## config.mk

```make
export PLATFORM = sky130hd
export DESIGN_NAME = lsd_top
export DESIGN_NICKNAME = d
export VERILOG_FILES = /design/src/hw/lsd_chan.v /design/src/hw/lsd_fifo.v /design/src/hw/lsd_top.v
export VERILOG_INCLUDE_DIRS = /design/src /design/src/common
export SDC_FILE = /design/constraint.sdc
export NUM_CORES = 1
export LEC_CHECK = 0
export ABC_AREA = 0
export BUFFER_PORTS_ARGS = -buffer_cell sky130_fd_sc_hd__clkbuf_2
export CAP_MARGIN = 40
export CORE_ASPECT_RATIO = 0.9
export CORE_MARGIN = 5
export CORE_UTILIZATION = 29
export CTS_BUF_LIST = sky130_fd_sc_hd__clkbuf_8
export CTS_CLUSTER_DIAMETER = 30
export DETAILED_ROUTE_END_ITERATION = 8
export GPL_TIMING_DRIVEN = 0
export SLEW_MARGIN = 5
export SYNTH_ARGS = -nofsm -noshare
export SYNTH_HDL_FRONTEND = slang
export SYNTH_HIERARCHICAL = 1
export SYNTH_SLANG_ARGS = --single-unit
```

## constraint.sdc

```tcl
create_clock -name clock_i -period 7.5 [get_ports clock_i]
set_clock_uncertainty 0.15 [all_clocks]
set_input_delay 1.5 -clock clock_i [delete_from_list [all_inputs] [get_ports clock_i]]
set_output_delay 1.5 -clock clock_i [all_outputs]
set_load 0.005 [all_outputs]
```

## src/common/lsd_regs.vh

```
// Functional notes
// - two channels, each a 20-stage two-way shift register and 20-bit latch
// - ch1 direction high: input on right pin, output on left; low swaps
// - ch2 direction selects ch2 left and right pins the same way
// - segment mode: shift on second strobe fall, latch on first strobe fall
// - segment mode: ch2 uses the same strobe assignment as ch1
// - common mode: ch2 shifts on first strobe rise, latches on second rise
// - common mode: ch2 uses inverted alternation; ch1 never inverts it
// - ch1 levels: 1/high A, 1/low B, 0/high C, 0/low D
// - ch2 segment levels: 1/high A, 1/low B, 0/high E, 0/low F
// - ch2 common levels: 1/high B, 1/low A, 0/high F, 0/low E
`ifndef LSD_REGS_VH
`define LSD_REGS_VH

// ----------------------------------------
// register offsets
// ----------------------------------------
`define LSD_CTRL_OFS      8'h00
`define LSD_STAT_OFS      8'h04
`define LSD_LATCH1_OFS    8'h08
`define LSD_LATCH2_OFS    8'h0c
`define LSD_SNAP_LO_OFS   8'h10
`define LSD_SNAP_HI_OFS   8'h14

// ----------------------------------------
// control fields and reset values
// ----------------------------------------
`define LSD_CTRL_DIR1_BIT 0
`define LSD_CTRL_DIR2_BIT 1
`define LSD_CTRL_FSEL_BIT 2
`define LSD_CTRL_RST      3'h0

// ----------------------------------------
// status fields
// ----------------------------------------
`define LSD_STAT_EMPTY_BIT 0
`define LSD_STAT_FULL_BIT  1
`define LSD_STAT_OVF_BIT   2
`define LSD_STAT_CNT_LSB   4

// ----------------------------------------
// drive level codes
// ----------------------------------------
`define LSD_LVL_A 3'h0
`define LSD_LVL_B 3'h1
`define LSD_LVL_C 3'h2
`define LSD_LVL_D 3'h3
`define LSD_LVL_E 3'h4
`define LSD_LVL_F 3'h5

// ----------------------------------------
// timing
// ----------------------------------------
`define LSD_SYNC_STAGES 2

`endif

```

## src/hw/lsd_chan.v

```verilog
`timescale 1ns/1ns
`include "lsd_regs.vh"
module lsd_chan #(
    parameter       W      = 20,
    parameter [2:0] NSEL_H = `LSD_LVL_C,
    parameter [2:0] NSEL_L = `LSD_LVL_D
) (
    input  wire           clock_i,
    input  wire           resetn_i,
    input  wire           shift_ev_i,
    input  wire           latch_ev_i,
    input  wire           dir_i,
    input  wire           left_in_i,
    input  wire           right_in_i,
    input  wire           alt_i,
    output wire           shift_out_o,
    output wire [W-1:0]   latch_o,
    output reg  [3*W-1:0] levels_o
);
    reg [W-1:0] sr_r;
    reg [W-1:0] lat_r;
    integer     k;

    // one output's level from its latched bit and alternation
    function [2:0] lvl;
        input b;
        input m;
        begin
            if (b)
                lvl = m ? `LSD_LVL_A : `LSD_LVL_B;
            else
                lvl = m ? NSEL_H : NSEL_L;
        end
    endfunction

    // ----------------------------------------
    // shift register and latch
    // ----------------------------------------
    // bit 0 sits at the left end, bit W-1 at the right end
    always @(posedge clock_i or negedge resetn_i)
    begin
        if (!resetn_i)
        begin
            sr_r  <= {W{1'b0}};
            lat_r <= {W{1'b0}};
        end
        else
        begin
            if (shift_ev_i)
            begin
                if (dir_i)
                    sr_r <= {right_in_i, sr_r[W-1:1]};
                else
                    sr_r <= {sr_r[W-2:0], left_in_i};
            end
            if (latch_ev_i)
                lat_r <= sr_r;
        end
    end

    assign shift_out_o = dir_i ? sr_r[0] : sr_r[W-1];
    assign latch_o     = lat_r;

    // ----------------------------------------
    // level selection
    // ----------------------------------------
    always @*
    begin
        levels_o = {3*W{1'b0}};
        for (k = 0; k < W; k = k + 1)
            levels_o[3*k +: 3] = lvl(lat_r[k], alt_i);
    end
endmodule // lsd_chan

```

## src/hw/lsd_fifo.v

```verilog
`timescale 1ns/1ns
module lsd_fifo #(
    parameter W  = 40,
    parameter D  = 8,
    parameter AW = 3
) (
    input  wire          clock_i,
    input  wire          resetn_i,
    input  wire          in_valid_i,
    output wire          in_ready_o,
    input  wire [W-1:0]  in_data_i,
    output wire          out_valid_o,
    input  wire          out_ready_i,
    output wire [W-1:0]  out_data_o,
    output wire [AW:0]   count_o
);
    reg [W-1:0]  mem_r [0:D-1];
    reg [AW-1:0] wr_r;
    reg [AW-1:0] rd_r;
    reg [AW:0]   cnt_r;
    wire         push;
    wire         pop;
    integer      i;

    // ----------------------------------------
    // flags
    // ----------------------------------------
    assign in_ready_o  = (cnt_r != D[AW:0]);
    assign out_valid_o = (cnt_r != {(AW+1){1'b0}});
    assign out_data_o  = mem_r[rd_r];
    assign count_o     = cnt_r;
    assign push        = in_valid_i & in_ready_o;
    assign pop         = out_valid_o & out_ready_i;

    // pointers wrap explicitly so depth need not be a power of two
    function [AW-1:0] inc;
        input [AW-1:0] p;
        begin
            inc = (p == D[AW-1:0] - 1'b1) ? {AW{1'b0}} : p + 1'b1;
        end
    endfunction

    always @(posedge clock_i or negedge resetn_i)
    begin
        if (!resetn_i)
        begin
            wr_r  <= {AW{1'b0}};
            rd_r  <= {AW{1'b0}};
            cnt_r <= {(AW+1){1'b0}};
            for (i = 0; i < D; i = i + 1)
                mem_r[i] <= {W{1'b0}};
        end
        else
        begin
            if (push)
            begin
                mem_r[wr_r] <= in_data_i;
                wr_r        <= inc(wr_r);
            end
            if (pop)
                rd_r <= inc(rd_r);
            if (push & ~pop)
                cnt_r <= cnt_r + 1'b1;
            else if (pop & ~push)
                cnt_r <= cnt_r - 1'b1;
        end
    end
endmodule // lsd_fifo

```

## src/hw/lsd_top.v

```verilog
`timescale 1ns/1ns
`include "lsd_regs.vh"
module lsd_top #(
    parameter W    = 20,
    parameter FD   = 8,
    parameter FAW  = 3
) (
    input  wire           clock_i,
    input  wire           resetn_i,
    input  wire           psel_i,
    input  wire           penable_i,
    input  wire           pwrite_i,
    input  wire [7:0]     paddr_i,
    input  wire [31:0]    pwdata_i,
    output reg  [31:0]    prdata_o,
    output reg            pready_o,
    output reg            pslverr_o,
    input  wire           first_strobe_i,
    input  wire           second_strobe_i,
    input  wire           alt_signal_i,
    input  wire           ch1_left_io_i,
    output reg            ch1_left_io_o,
    output reg            ch1_left_io_oe_o,
    input  wire           ch1_right_io_i,
    output reg            ch1_right_io_o,
    output reg            ch1_right_io_oe_o,
    input  wire           ch2_left_io_i,
    output reg            ch2_left_io_o,
    output reg            ch2_left_io_oe_o,
    input  wire           ch2_right_io_i,
    output reg            ch2_right_io_o,
    output reg            ch2_right_io_oe_o,
    output reg  [6*W-1:0] driver_outputs_o,
    output reg            snap_ready_o
);
    // ----------------------------------------
    // pin synchronisers
    // ----------------------------------------
    // order: first, second, alt, l1, r1, l2, r2
    wire [6:0] raw_w;
    reg  [6:0] sy1_r;
    reg  [6:0] sy2_r;
    reg        fs_prev_r;
    reg        ss_prev_r;

    assign raw_w = {first_strobe_i, second_strobe_i, alt_signal_i,
                    ch1_left_io_i, ch1_right_io_i,
                    ch2_left_io_i, ch2_right_io_i};

    always @(posedge clock_i or negedge resetn_i)
    begin
        if (!resetn_i)
        begin
            sy1_r     <= 7'h00;
            sy2_r     <= 7'h00;
            fs_prev_r <= 1'b0;
            ss_prev_r <= 1'b0;
        end
        else
        begin
            sy1_r     <= raw_w;
            sy2_r     <= sy1_r;
            fs_prev_r <= sy2_r[6];
            ss_prev_r <= sy2_r[5];
        end
    end

    // data passes the same two stages as the strobes, so the bit
    // seen at a strobe edge is the one the controller set up
    wire fs_w   = sy2_r[6];
    wire ss_w   = sy2_r[5];
    wire alt_w  = sy2_r[4];
    wire l1_w   = sy2_r[3];
    wire r1_w   = sy2_r[2];
    wire l2_w   = sy2_r[1];
    wire r2_w   = sy2_r[0];

    // one edge of a synchronised pin against its last sample
    function edg;
        input now;
        input was;
        input rise;
        begin
            edg = rise ? (now & ~was) : (~now & was);
        end
    endfunction

    wire fs_rise = edg(fs_w, fs_prev_r, 1'b1);
    wire fs_fall = edg(fs_w, fs_prev_r, 1'b0);
    wire ss_rise = edg(ss_w, ss_prev_r, 1'b1);
    wire ss_fall = edg(ss_w, ss_prev_r, 1'b0);

    // ----------------------------------------
    // control register
    // ----------------------------------------
    reg  [2:0] ctrl_r;
    wire       dir1_w = ctrl_r[`LSD_CTRL_DIR1_BIT];
    wire       dir2_w = ctrl_r[`LSD_CTRL_DIR2_BIT];
    wire       fsel_w = ctrl_r[`LSD_CTRL_FSEL_BIT];

    // ----------------------------------------
    // strobe routing
    // ----------------------------------------
    // channel 1 segment edges
    wire sh1_ev = ss_fall;
    wire la1_ev = fs_fall;
    // channel 2 strobes swap in common mode
    wire sh2_ev = fsel_w ? fs_rise : ss_fall;
    wire la2_ev = fsel_w ? ss_rise : fs_fall;
    // inverted alternation for common channel 2
    wire alt2_w = fsel_w ? ~alt_w : alt_w;

    // ----------------------------------------
    // channels
    // ----------------------------------------
    wire [W-1:0]   lat1_w;
    wire [W-1:0]   lat2_w;
    wire [3*W-1:0] lv1_w;
    wire [3*W-1:0] lv2_w;
    wire           so1_w;
    wire           so2_w;

    // channel 1 drives outputs 1 to 20
    lsd_chan #(
        .W      (W),
        .NSEL_H (`LSD_LVL_C),
        .NSEL_L (`LSD_LVL_D)
    ) u_ch1 (
        .clock_i     (clock_i),
        .resetn_i    (resetn_i),
        .shift_ev_i  (sh1_ev),
        .latch_ev_i  (la1_ev),
        .dir_i       (dir1_w),
        .left_in_i   (l1_w),
        .right_in_i  (r1_w),
        .alt_i       (alt_w),
        .shift_out_o (so1_w),
        .latch_o     (lat1_w),
        .levels_o    (lv1_w)
    );

    // inverted alternation yields the common table
    lsd_chan #(
        .W      (W),
        .NSEL_H (`LSD_LVL_E),
        .NSEL_L (`LSD_LVL_F)
    ) u_ch2 (
        .clock_i     (clock_i),
        .resetn_i    (resetn_i),
        .shift_ev_i  (sh2_ev),
        .latch_ev_i  (la2_ev),
        .dir_i       (dir2_w),
        .left_in_i   (l2_w),
        .right_in_i  (r2_w),
        .alt_i       (alt2_w),
        .shift_out_o (so2_w),
        .latch_o     (lat2_w),
        .levels_o    (lv2_w)
    );

    // ----------------------------------------
    // pins and driver outputs
    // ----------------------------------------
    always @(posedge clock_i or negedge resetn_i)
    begin
        if (!resetn_i)
        begin
            ch1_left_io_o     <= 1'b0;
            ch1_left_io_oe_o  <= 1'b0;
            ch1_right_io_o    <= 1'b0;
            ch1_right_io_oe_o <= 1'b0;
            ch2_left_io_o     <= 1'b0;
            ch2_left_io_oe_o  <= 1'b0;
            ch2_right_io_o    <= 1'b0;
            ch2_right_io_oe_o <= 1'b0;
            driver_outputs_o  <= {6*W{1'b0}};
        end
        else
        begin
            // channel 1 output pin by direction
            ch1_left_io_o     <= so1_w;
            ch1_left_io_oe_o  <= dir1_w;
            ch1_right_io_o    <= so1_w;
            ch1_right_io_oe_o <= ~dir1_w;
            // channel 2 output pin by direction
            ch2_left_io_o     <= so2_w;
            ch2_left_io_oe_o  <= dir2_w;
            ch2_right_io_o    <= so2_w;
            ch2_right_io_oe_o <= ~dir2_w;
            driver_outputs_o  <= {lv2_w, lv1_w};
        end
    end

    // ----------------------------------------
    // latch snapshot fifo
    // ----------------------------------------
    // each channel 1 latch load queues both latches for software unless the fifo is full;
    // the push waits one cycle so the new latch contents are seen
    reg          snap_req_r;
    wire         f_in_rdy;
    wire         f_out_vld;
    wire [2*W-1:0] f_out_dat;
    wire [FAW:0] f_cnt;
    wire         snap_pop;
    reg          ovf_r;

    lsd_fifo #(
        .W  (2*W),
        .D  (FD),
        .AW (FAW)
    ) u_fifo (
        .clock_i     (clock_i),
        .resetn_i    (resetn_i),
        .in_valid_i  (snap_req_r),
        .in_ready_o  (f_in_rdy),
        .in_data_i   ({lat2_w, lat1_w}),
        .out_valid_o (f_out_vld),
        .out_ready_i (snap_pop),
        .out_data_o  (f_out_dat),
        .count_o     (f_cnt)
    );

    // ----------------------------------------
    // apb slave
    // ----------------------------------------
    // answer is registered in setup; access always ends in one cycle
    wire setup_w  = psel_i & ~penable_i;
    wire done_w   = psel_i & penable_i & pready_o;
    wire wr_done  = done_w & pwrite_i;
    wire rd_done  = done_w & ~pwrite_i;

    // exact byte match; any other address is refused
    function hit;
        input [7:0] a;
        input [7:0] o;
        begin
            hit = (a == o);
        end
    endfunction

    wire stat_clr = wr_done & hit(paddr_i, `LSD_STAT_OFS)
                    & pwdata_i[`LSD_STAT_OVF_BIT];

    assign snap_pop = rd_done & hit(paddr_i, `LSD_SNAP_HI_OFS);

    reg [31:0] rd_nxt;
    reg        err_nxt;

    always @*
    begin
        rd_nxt  = 32'h0000_0000;
        err_nxt = 1'b0;
        if (hit(paddr_i, `LSD_CTRL_OFS))
            rd_nxt[2:0] = ctrl_r;
        else if (hit(paddr_i, `LSD_STAT_OFS))
        begin
            rd_nxt[`LSD_STAT_EMPTY_BIT] = ~f_out_vld;
            rd_nxt[`LSD_STAT_FULL_BIT]  = ~f_in_rdy;
            rd_nxt[`LSD_STAT_OVF_BIT]   = ovf_r;
            rd_nxt[`LSD_STAT_CNT_LSB +: FAW+1] = f_cnt;
        end
        else if (hit(paddr_i, `LSD_LATCH1_OFS))
            rd_nxt[W-1:0] = lat1_w;
        else if (hit(paddr_i, `LSD_LATCH2_OFS))
            rd_nxt[W-1:0] = lat2_w;
        else if (hit(paddr_i, `LSD_SNAP_LO_OFS))
            rd_nxt[W-1:0] = f_out_dat[W-1:0];
        else if (hit(paddr_i, `LSD_SNAP_HI_OFS))
            rd_nxt[W-1:0] = f_out_dat[2*W-1:W];
        else
            err_nxt = 1'b1;
        if (pwrite_i)
            rd_nxt = 32'h0000_0000;
    end

    always @(posedge clock_i or negedge resetn_i)
    begin
        if (!resetn_i)
        begin
            ctrl_r       <= `LSD_CTRL_RST;
            prdata_o     <= 32'h0000_0000;
            pready_o     <= 1'b0;
            pslverr_o    <= 1'b0;
            snap_req_r   <= 1'b0;
            snap_ready_o <= 1'b0;
            ovf_r        <= 1'b0;
        end
        else
        begin
            pready_o  <= setup_w;
            pslverr_o <= setup_w & err_nxt;
            prdata_o  <= setup_w ? rd_nxt : 32'h0000_0000;
            if (wr_done & hit(paddr_i, `LSD_CTRL_OFS))
                ctrl_r <= pwdata_i[2:0];
            snap_req_r   <= la1_ev;
            snap_ready_o <= f_in_rdy;
            // lost snapshot sets the flag; set beats a clear
            if (snap_req_r & ~f_in_rdy)
                ovf_r <= 1'b1;
            else if (stat_clr)
                ovf_r <= 1'b0;
        end
    end
endmodule // lsd_top
```

======== Word level (Yosys, flattened, before mapping) ========
Cells that the tools add are included.
word-level totals
  register bits ........................... 592
  input port bits ......................... 52
  output and inout bits ................... 163
  logic and storage cells ................. 168
operators by class
  $add $sub $neg .......................... 4
  $lt $le $gt $ge ......................... 3
  equality and inequality tests ........... 8
  mux-type cells .......................... 81
  bitwise logic cells ..................... 34
  reductions and logical operators ........ 5
operators with widths
  cell                                                                          number
  320-bit bitwise mux                                                           1
  20-bit two-way mux                                                            7
  3-bit two-way mux                                                             44
  40-bit binary-select mux with 3-bit select                                    1
  40-bit demux with 3-bit select                                                1
  40-bit two-way mux                                                            3
  32-bit two-way mux                                                            1
  1-bit AND                                                                     19
  1-bit two-way mux                                                             18
  17-bit two-way mux                                                            1
  8-bit by 4-bit == test with 1-bit output, second input constant               2
  8-bit by 5-bit == test with 1-bit output, second input constant               2
  1-bit NOT                                                                     13
  12-bit two-way mux                                                            1
  4-bit two-way mux                                                             3
  8-bit by 3-bit == test with 1-bit output, second input constant               1
  4-bit >= comparator, second input constant                                    2
  8-bit zero test                                                               1
  3-bit NOT with 4-bit output                                                   2
  3-bit by 1-bit adder with 3-bit output, second input constant                 2
  3-bit == test, second input constant                                          2
  4-bit by 1-bit adder with 4-bit output, second input constant                 1
  4-bit by 1-bit less-than comparator with 1-bit output, second input constant  1
  4-bit inequality test, second input constant                                  1
  4 further kinds                                                               5

======== Logic depth before layout (Yosys ltp) ========
Gate-level depths: netlist of run 1.
  depth after elaboration ................. 12
  gate-level depth with buffers ........... 12
  gate-level depth less buffers ........... 10

======== Cells and area by module ========
Netlist of run 1, hierarchy kept.
by module, submodules not included
  module    times used  cells an instance  area an instance (sq um)
  lsd_fifo  1           879                14797.9
  lsd_top   1           336                5516.5
  lsd_chan  2           212                1993.2

======== Worst setup path after synthesis of run 1 ========
OpenSTA, ideal clock, no wires.
  kind .................................... input-to-reg
  from .................................... in paddr_i[7]
  to ...................................... reg u_fifo.cnt_r[3], in the netlist u_fifo/count_o[3]
  data arrival time ....................... 4.059 ns
  data required time ...................... 7.219 ns
  path slack .............................. 3.160 ns
  stages .................................. 10
  buffers on the path ..................... 0
  cells stage by stage .................... or4_4 -> or2_2 -> nor4_1 -> nand2_1 -> ha_1 -> inv_1 -> ha_1 -> or4_1 -> o211ai_1 -> o211ai_1
on the way
  longest elaborated chain between the ends .. 6
  elaborated cells between the ends (all ways) .. 8
ends and longest elaborated chain
  what                                                            RTL line       source
  start: declaration                                              lsd_top.v:13   input wire [7:0] paddr_i,
  8-bit by 5-bit == test with 1-bit output (*)                    lsd_top.v:237  hit = (a == o);
  1-bit AND (*)                                                   lsd_top.v:244  assign snap_pop = rd_done & hit(paddr_i, `LSD_SNAP_HI_OFS);
  via snap_pop                                                    lsd_top.v:204  wire snap_pop;
  1-bit AND (*)                                                   lsd_fifo.v:33  assign pop = out_valid_o & out_ready_i;
  1-bit NOT                                                       lsd_fifo.v:62  if (push & ~pop)
  1-bit AND                                                       lsd_fifo.v:62
  4-bit two-way mux / 2-bit nonzero test (equally long branches)  --
  end signal: assignment                                          lsd_fifo.v:49  cnt_r <= {(AW+1){1'b0}};
  end signal: assignment                                          lsd_fifo.v:63  cnt_r <= cnt_r + 1'b1;
  end signal: assignment                                          lsd_fifo.v:65  cnt_r <= cnt_r - 1'b1;
  end: declaration                                                lsd_fifo.v:20  reg [AW:0] cnt_r;
The timed path passes the listed nets; every way through them passes the cells marked *.
A chain may end at the register's enable or synchronous reset.

======== Final worst setup path of run 1 ========
  from .................................... in paddr_i[2]
  to ...................................... reg u_fifo.cnt_r[3], in the netlist u_fifo/count_o[3]
Same word-level chain as after synthesis.

==> impl_metrics.toml, run 1 <==
[status]
outcome = "complete, no violations"

[global_route]
grt_max_degree = 103
grt_pass1_vias = 16187
track_usage = 0.133
grt_remaining_overflow = 0
antenna_found_initial = 4
grt_pass1_wl_mm = 93.2

[critical_path]
rrSetupSlack_ns = 3.72
timing_worst_setup_path_type = "in2reg"
worstReg2RegStart = "u_fifo/count_o[0]$_DFFE_PN0P_"
reg2reg_to = "u_fifo/count_o[3]$_DFFE_PN0P_"
r2r_cells = 10
cp-end-kind = "flop"
cp.required_ns = 7.96
path_max_fanout = 10
critPathLaunchType = "input port"
crit_arrival_ns = 4.82
startpoint = "paddr_i[2]"

[timing]
setup_violations = 0
hold_violations = 0
slew_headroom = 0.378
final.setup.tns_ns = 0
slew_violations = 0
max_freq_mhz = 229
timing.final.crit_period_ns = 4.36
fin_crit_sh = 0.582
fin_hold_ws_ns = 0.192
rsz0062_at_grt = "false"
tightest_slew_ns = 0.930

[floorplan]
dieArea_sq_mm = 0.0897
fp.dieW_um = 315
io_pins = 215
core_region_area_sq_mm = 0.0830
num_rows = 100
fp.dieH_um = 285
initial_utilization = 0.293

[min_path]
holdCritPathClass = "reg2reg"
holdPathStages = 0
min_from = "sy1_r[5]$_DFF_PN0_"
hold_end = "sy2_r[5]$_DFF_PN0_"

[synth]
synth_most_common_cell = "dfrtp_1"
synth_seq_area_share = 0.597
synth_flop_cell = "dfrtp_1"
synth_warnings = 6
ys_async_sr_fraction = 1.00
syn_area_per_cell_sq_um = 14.8
synth_commonest_cells = "dfrtp_1, mux2_2, buf_4"
yosys-top-cells-area = "dfrtp_1, mux2_2, mux4_2"
syn_area_sq_mm = 0.0243
synth_seq_cells = 580
synth_top_area_cell = "dfrtp_1"
syn_inst = 1639
synthDistinctLibCells = 53
synth-edff-count = 0
synth_top_area_frac = 0.597

[placement]
place_hpwl_mm = 40.7
io_buffers = 172
gp_congestion = 0.816
dpl_cell_area_sq_mm = 0.0269

[finish]
utilization = 0.360
regArea_sq_mm = 0.0145
area_delta_synth_final_pct = 23.0
nNetsFinal = 2066
drive_gt1_frac = 0.477
n_fill_cell = 7929
multi_input_area_sq_mm = 0.00859
final_area_sq_mm = 0.0299
diodes = 0

[routing]
drc = 0
vias = 14501
finalWirelength_mm = 58.9
first_pass_iters = 5
routedWlPerCell_um = 18.2
ant_nets = 0
via_per_inst = 4.48
drtIter0Drc = 871

[power_and_ir_drop]
p_int_mw = 7.74
p_sw_mw = 2.91
p_clk_frac = 0.361
pwr-share-comb = 0.191
pwr-share-seq = 0.449
ir_drop_uv = 139
pwr_density_cell_mw_per_mm2 = 356
leakagePower_nw = 13.7
p_sw_frac = 0.273

[clock_tree]
cts_htree_levels = 4
post_cts_resized = 0
root_buffer = "clkbuf_8"
worst_skew_pair.late_latency_ns = 0.75
clock-sinks = 580
cts_setup_buffers = 0
cts_hold_buf = 0
clk_pin_slew_ns = 0.06
cts_tree = "done"
cts_buffers = 135
cts_buffer_depth = 3

[run]
maxCapViolations = 0
-- kinds of logic after synthesis --
logic type      after synthesis  share of synthesized area
compound gates              139                     0.0350
xor+xnor                      3                    0.00108
fa+ha+maj                     8                    0.00443
buf+inv                     233                     0.0568
flops                       580                      0.597
mux                         512                      0.272
other cells                   3                   0.000463
simple gates                161                     0.0333
-- worst max path at each step --
stage | to | cells after the start
floorplan | u_fifo/count_o[3]$_DFFE_PN0P_ | 10
global placement | driver_outputs_o[8]$_DFF_PN0_ | 1
detailed placement | u_fifo/count_o[3]$_DFFE_PN0P_ | 11
CTS | u_fifo/count_o[3]$_DFFE_PN0P_ | 11
global route | u_fifo/count_o[3]$_DFFE_PN0P_ | 11
finish | u_fifo/count_o[3]$_DFFE_PN0P_ | 11
-- final cells by class --
cell class / count / area share
clock buffer: 158 / 0.0728
sequential: 580 / 0.486
tap: 1122 / 0.0470
multi-input combinational: 875 / 0.287
timing repair buffer: 181 / 0.0352
buffer: 182 / 0.0398
clock inverter: 85 / 0.0258
inverter: 51 / 0.00641
-- layout by cell type (no fill, tap or decap), types with 31 or more instances in the layout --
| cell type | netlist | final |
|---|---|---|
| dfrtp_1 | 580 | 580 |
| mux2_2 | 356 | 356 |
| clkbuf_2 | 0 | 171 |
| clkbuf_8 | 4 | 163 |
| buf_4 | 92 | 93 |
| mux4_2 | 81 | 81 |
| inv_1 | 50 | 71 |
| nor2_1 | 59 | 59 |
| mux2i_1 | 59 | 59 |
| nand2_1 | 56 | 56 |
| conb_1 | 3 | 52 |
| a21oi_1 | 50 | 50 |
| buf_2 | 45 | 47 |
| o21ai_0 | 41 | 41 |
| clkbuf_1 | 31 | 31 |
-- power by group through the flow --
stage               registers (mW)  clock network (mW)  logic (mW)
floorplan                     4.58                   0        1.56
global placement              4.76                   0        1.95
detailed placement            4.83                   0        2.06
CTS                           4.78                3.98        2.07
global route                  4.91                4.13        2.23
finish                        4.78                3.84        2.03
-- routing by layer --
metal | up-vias | wire length [um] | global-route usage
li1 | 6472 | - | -
met1 | 7522 | 24900 | 0.169
met2 | 392 | 28700 | 0.216
met3 | 115 | 3710 | 0.0383
met4 | 0 | 1630 | 0.0516
met5 | - | 0 | 0
-- worst max-delay path, stage by stage --
cell,delay [ns]
clkbuf_2,0.21
clkbuf_1,0.69
nand4_1,0.26
nor4_1,0.27
nand2_1,0.30
ha_1,0.35
inv_1,0.16
ha_1,0.32
or4_1,0.54
o211ai_1,0.11
o211ai_1,0.10
-- per-stage QoR --
| stage | instances | setup WS [ns] | total power [mW] |
|---|---|---|---|
| floorplan | 1688 | 3.16 | 6.15 |
| global placement | 2982 | -8.12 | 6.71 |
| detailed placement | 2991 | 2.54 | 6.88 |
| CTS | 3234 | 3.37 | 10.8 |
| global route | 3234 | 2.96 | 11.3 |
| finish | 3234 | 3.14 | 10.7 |
-- state kept, by name, summed over array words and instances, names as in the netlist, 3 cells and up --
signal,cells
u_fifo/mem_r,320
driver_outputs_o,120
prdata_o,20
u_ch1/latch_o,20
u_ch1/sr_r,20
u_ch2/latch_o,20
u_ch2/sr_r,20
sy1_r,7
sy2_r,7
u_fifo/count_o,4
ctrl_r,3
u_fifo/rd_r,3
u_fifo/wr_r,3
Note: power is estimated with default switching activity, not from simulation.
==> inputs of run 2 (changes only) <==
==> constraint.sdc (replaced) <==
create_clock -name clock_i -period 3.85 [get_ports clock_i]
set_clock_uncertainty 0.15 [all_clocks]
set_input_delay 0.77 -clock clock_i [delete_from_list [all_inputs] [get_ports clock_i]]
set_output_delay 0.77 -clock clock_i [all_outputs]
set_load 0.005 [all_outputs]
==> impl_metrics.toml, run 2 (synthesis results as in run 1) <==
[status]
outcome = "complete, no violations"

[critical_path]
slowest_delay_ns = 0.70
crit_slowest_cell = "clkbuf_1"
cp.depth = 11
path_max_fanout = 10
r2r_cells = 10
startpoint = "paddr_i[2]"
cp-end-kind = "flop"
crit_end = "u_fifo/count_o[3]$_DFFE_PN0P_"
cp.required_ns = 4.31
path_buf_inv = 3
rrSetupSlack_ns = 0.41
critPathLaunchType = "input port"
reg2reg_to = "u_fifo/count_o[3]$_DFFE_PN0P_"
cpLargestDelayFamily = "simple AND/OR/NAND/NOR gates"
path_cells = "clkbuf_2 > clkbuf_1 > nand4_1 > nor4_1 > nand2_1 > ha_1 > inv_1 > ha_1 > or4_1 > o211ai_1 > o211ai_1"
worstReg2RegStart = "u_fifo/count_o[0]$_DFFE_PN0P_"
crit_arrival_ns = 4.13
timing_worst_setup_path_type = "in2reg"

[routing]
via_per_inst = 4.49
drtIter0Drc = 911
drc = 0
routedWlPerCell_um = 18.2
first_pass_iters = 6
vias = 14567
finalWirelength_mm = 59.2
ant_nets = 0

[power_and_ir_drop]
total_power_mw = 20.8
ir_drop_uv = 276
leakagePower_nw = 13.7
pwr_density_cell_mw_per_mm2 = 693

[finish]
final_cell_mix = "dfrtp_1, mux2_2, clkbuf_2, clkbuf_8, buf_4"
area_delta_synth_final_pct = 23.4
largest-register = "u_fifo/mem_r"
largest_reg_flops = 320
n_fill_cell = 7921
drive_gt1_frac = 0.475
reg_top3 = "u_fifo/mem_r (320), driver_outputs_o (120)"
nNetsFinal = 2074
mostFrequentLayoutCell = "dfrtp_1"

[placement]
io_buffers = 172
dp_slack_ns = -0.378
gp_congestion = 0.816
place_hpwl_mm = 40.7

[global_route]
grt_pass1_wl_mm = 93.3
antenna_found_initial = 4
grt_max_degree = 103
track_usage = 0.133
grt_pass1_vias = 16218
grt_remaining_overflow = 0

[timing]
rsz0062_at_grt = "false"
fin_crit_sh = 0.952
max_freq_mhz = 273
timing.final.crit_period_ns = 3.66
fin_ws_ns = 0.187
setup_violations = 0
tightest_slew_ns = 0.923
hold_violations = 0
fin_hold_ws_ns = 0.107
slew_violations = 0
slew_headroom = 0.385

[floorplan]
fp.dieW_um = 315
io_pins = 215
dieArea_sq_mm = 0.0897
core_region_area_sq_mm = 0.0830
initial_utilization = 0.293
num_rows = 100
fp.dieH_um = 285

[clock_tree]
root_buffer = "clkbuf_8"
cts_htree_levels = 4
worst_skew_pair.late_latency_ns = 0.76
cts_tree = "done"
cts_buffers = 135
clock-sinks = 580
clk_pin_slew_ns = 0.05
cts_buffer_depth = 3

[run]
maxCapViolations = 0

[min_path]
holdCritPathClass = "in2reg"
==> run 2: changes by cell type in the layout (fill, tap and decap cells not counted), sizes merged <==
cell	previous run	this run
dlygate4sd3	0	8
diode	0	1
==> run 2: worst min-delay path by stage <==
stage	slack (ns)	endpoint	startpoint	depth (start not counted)
detailed placement	0.19	sy2_r[5]$_DFF_PN0_	sy1_r[5]$_DFF_PN0_	0
CTS	0.003	pready_o$_DFF_PN0_	penable_i	2
global placement	0.18	sy2_r[4]$_DFF_PN0_	sy1_r[4]$_DFF_PN0_	0
floorplan	0.18	sy2_r[0]$_DFF_PN0_	sy1_r[0]$_DFF_PN0_	0
global route	0.04	ctrl_r[0]$_DFFE_PN0P_	pwdata_i[0]	2
finish	0.11	ctrl_r[0]$_DFFE_PN0P_	pwdata_i[0]	2
==> run 2: what timing repair did <==
action,in CTS,in global routing
setup endpoints to repair,0,1
buffers inserted,0,0
gates resized for setup,0,1
endpoints found under the hold margin,65,0
hold buffers,8,0
==> run 2: stage by stage <==
stage | std cells | utilization | setup TNS [ns] | cell area, sq um
6_report | 3243 | 0.361 | 0 | 30000
5_1_grt | 3242 | 0.361 | 0 | 30000
4_1_cts | 3242 | 0.361 | 0 | 30000
3_5_place_dp | 2991 | 0.325 | -0.409 | 26900
3_3_place_gp | 2982 | 0.322 | -6353.17 | 26700
2_1_floorplan | 1688 | - | 0 | 24500
==> run 2: metal layers <==
metal  vias to the layer above  GRT usage  wire length [um]
met5                         -          0                 0
met4                         0     0.0516              1650
met3                       117     0.0383              3400
met2                       369      0.216             28600
met1                      7580      0.169             25500
li1                       6501          -                 -
==> run 2: report_power, final <==
| group | switching [mW] | internal, mW |
|---|---|---|
| combinational | 1.49 | 2.49 |
| sequential | 1.26 | 8.06 |
| clock | 2.95 | 4.53 |
| total | 5.69 | 15.1 |
==> run 2: layout make-up <==
class / instances / area [sq um] / area share
Antenna cell: 1 / 2.50 / 0.0000835
Buffer: 182 / 1190 / 0.0397
Clock buffer: 158 / 2170 / 0.0725
Clock inverter: 85 / 771 / 0.0257
Inverter: 51 / 191 / 0.00639
Multi-Input combinational cell: 875 / 8600 / 0.287
Sequential cell: 580 / 14500 / 0.484
Tap cell: 1122 / 1400 / 0.0468
Timing Repair Buffer: 189 / 1130 / 0.0378
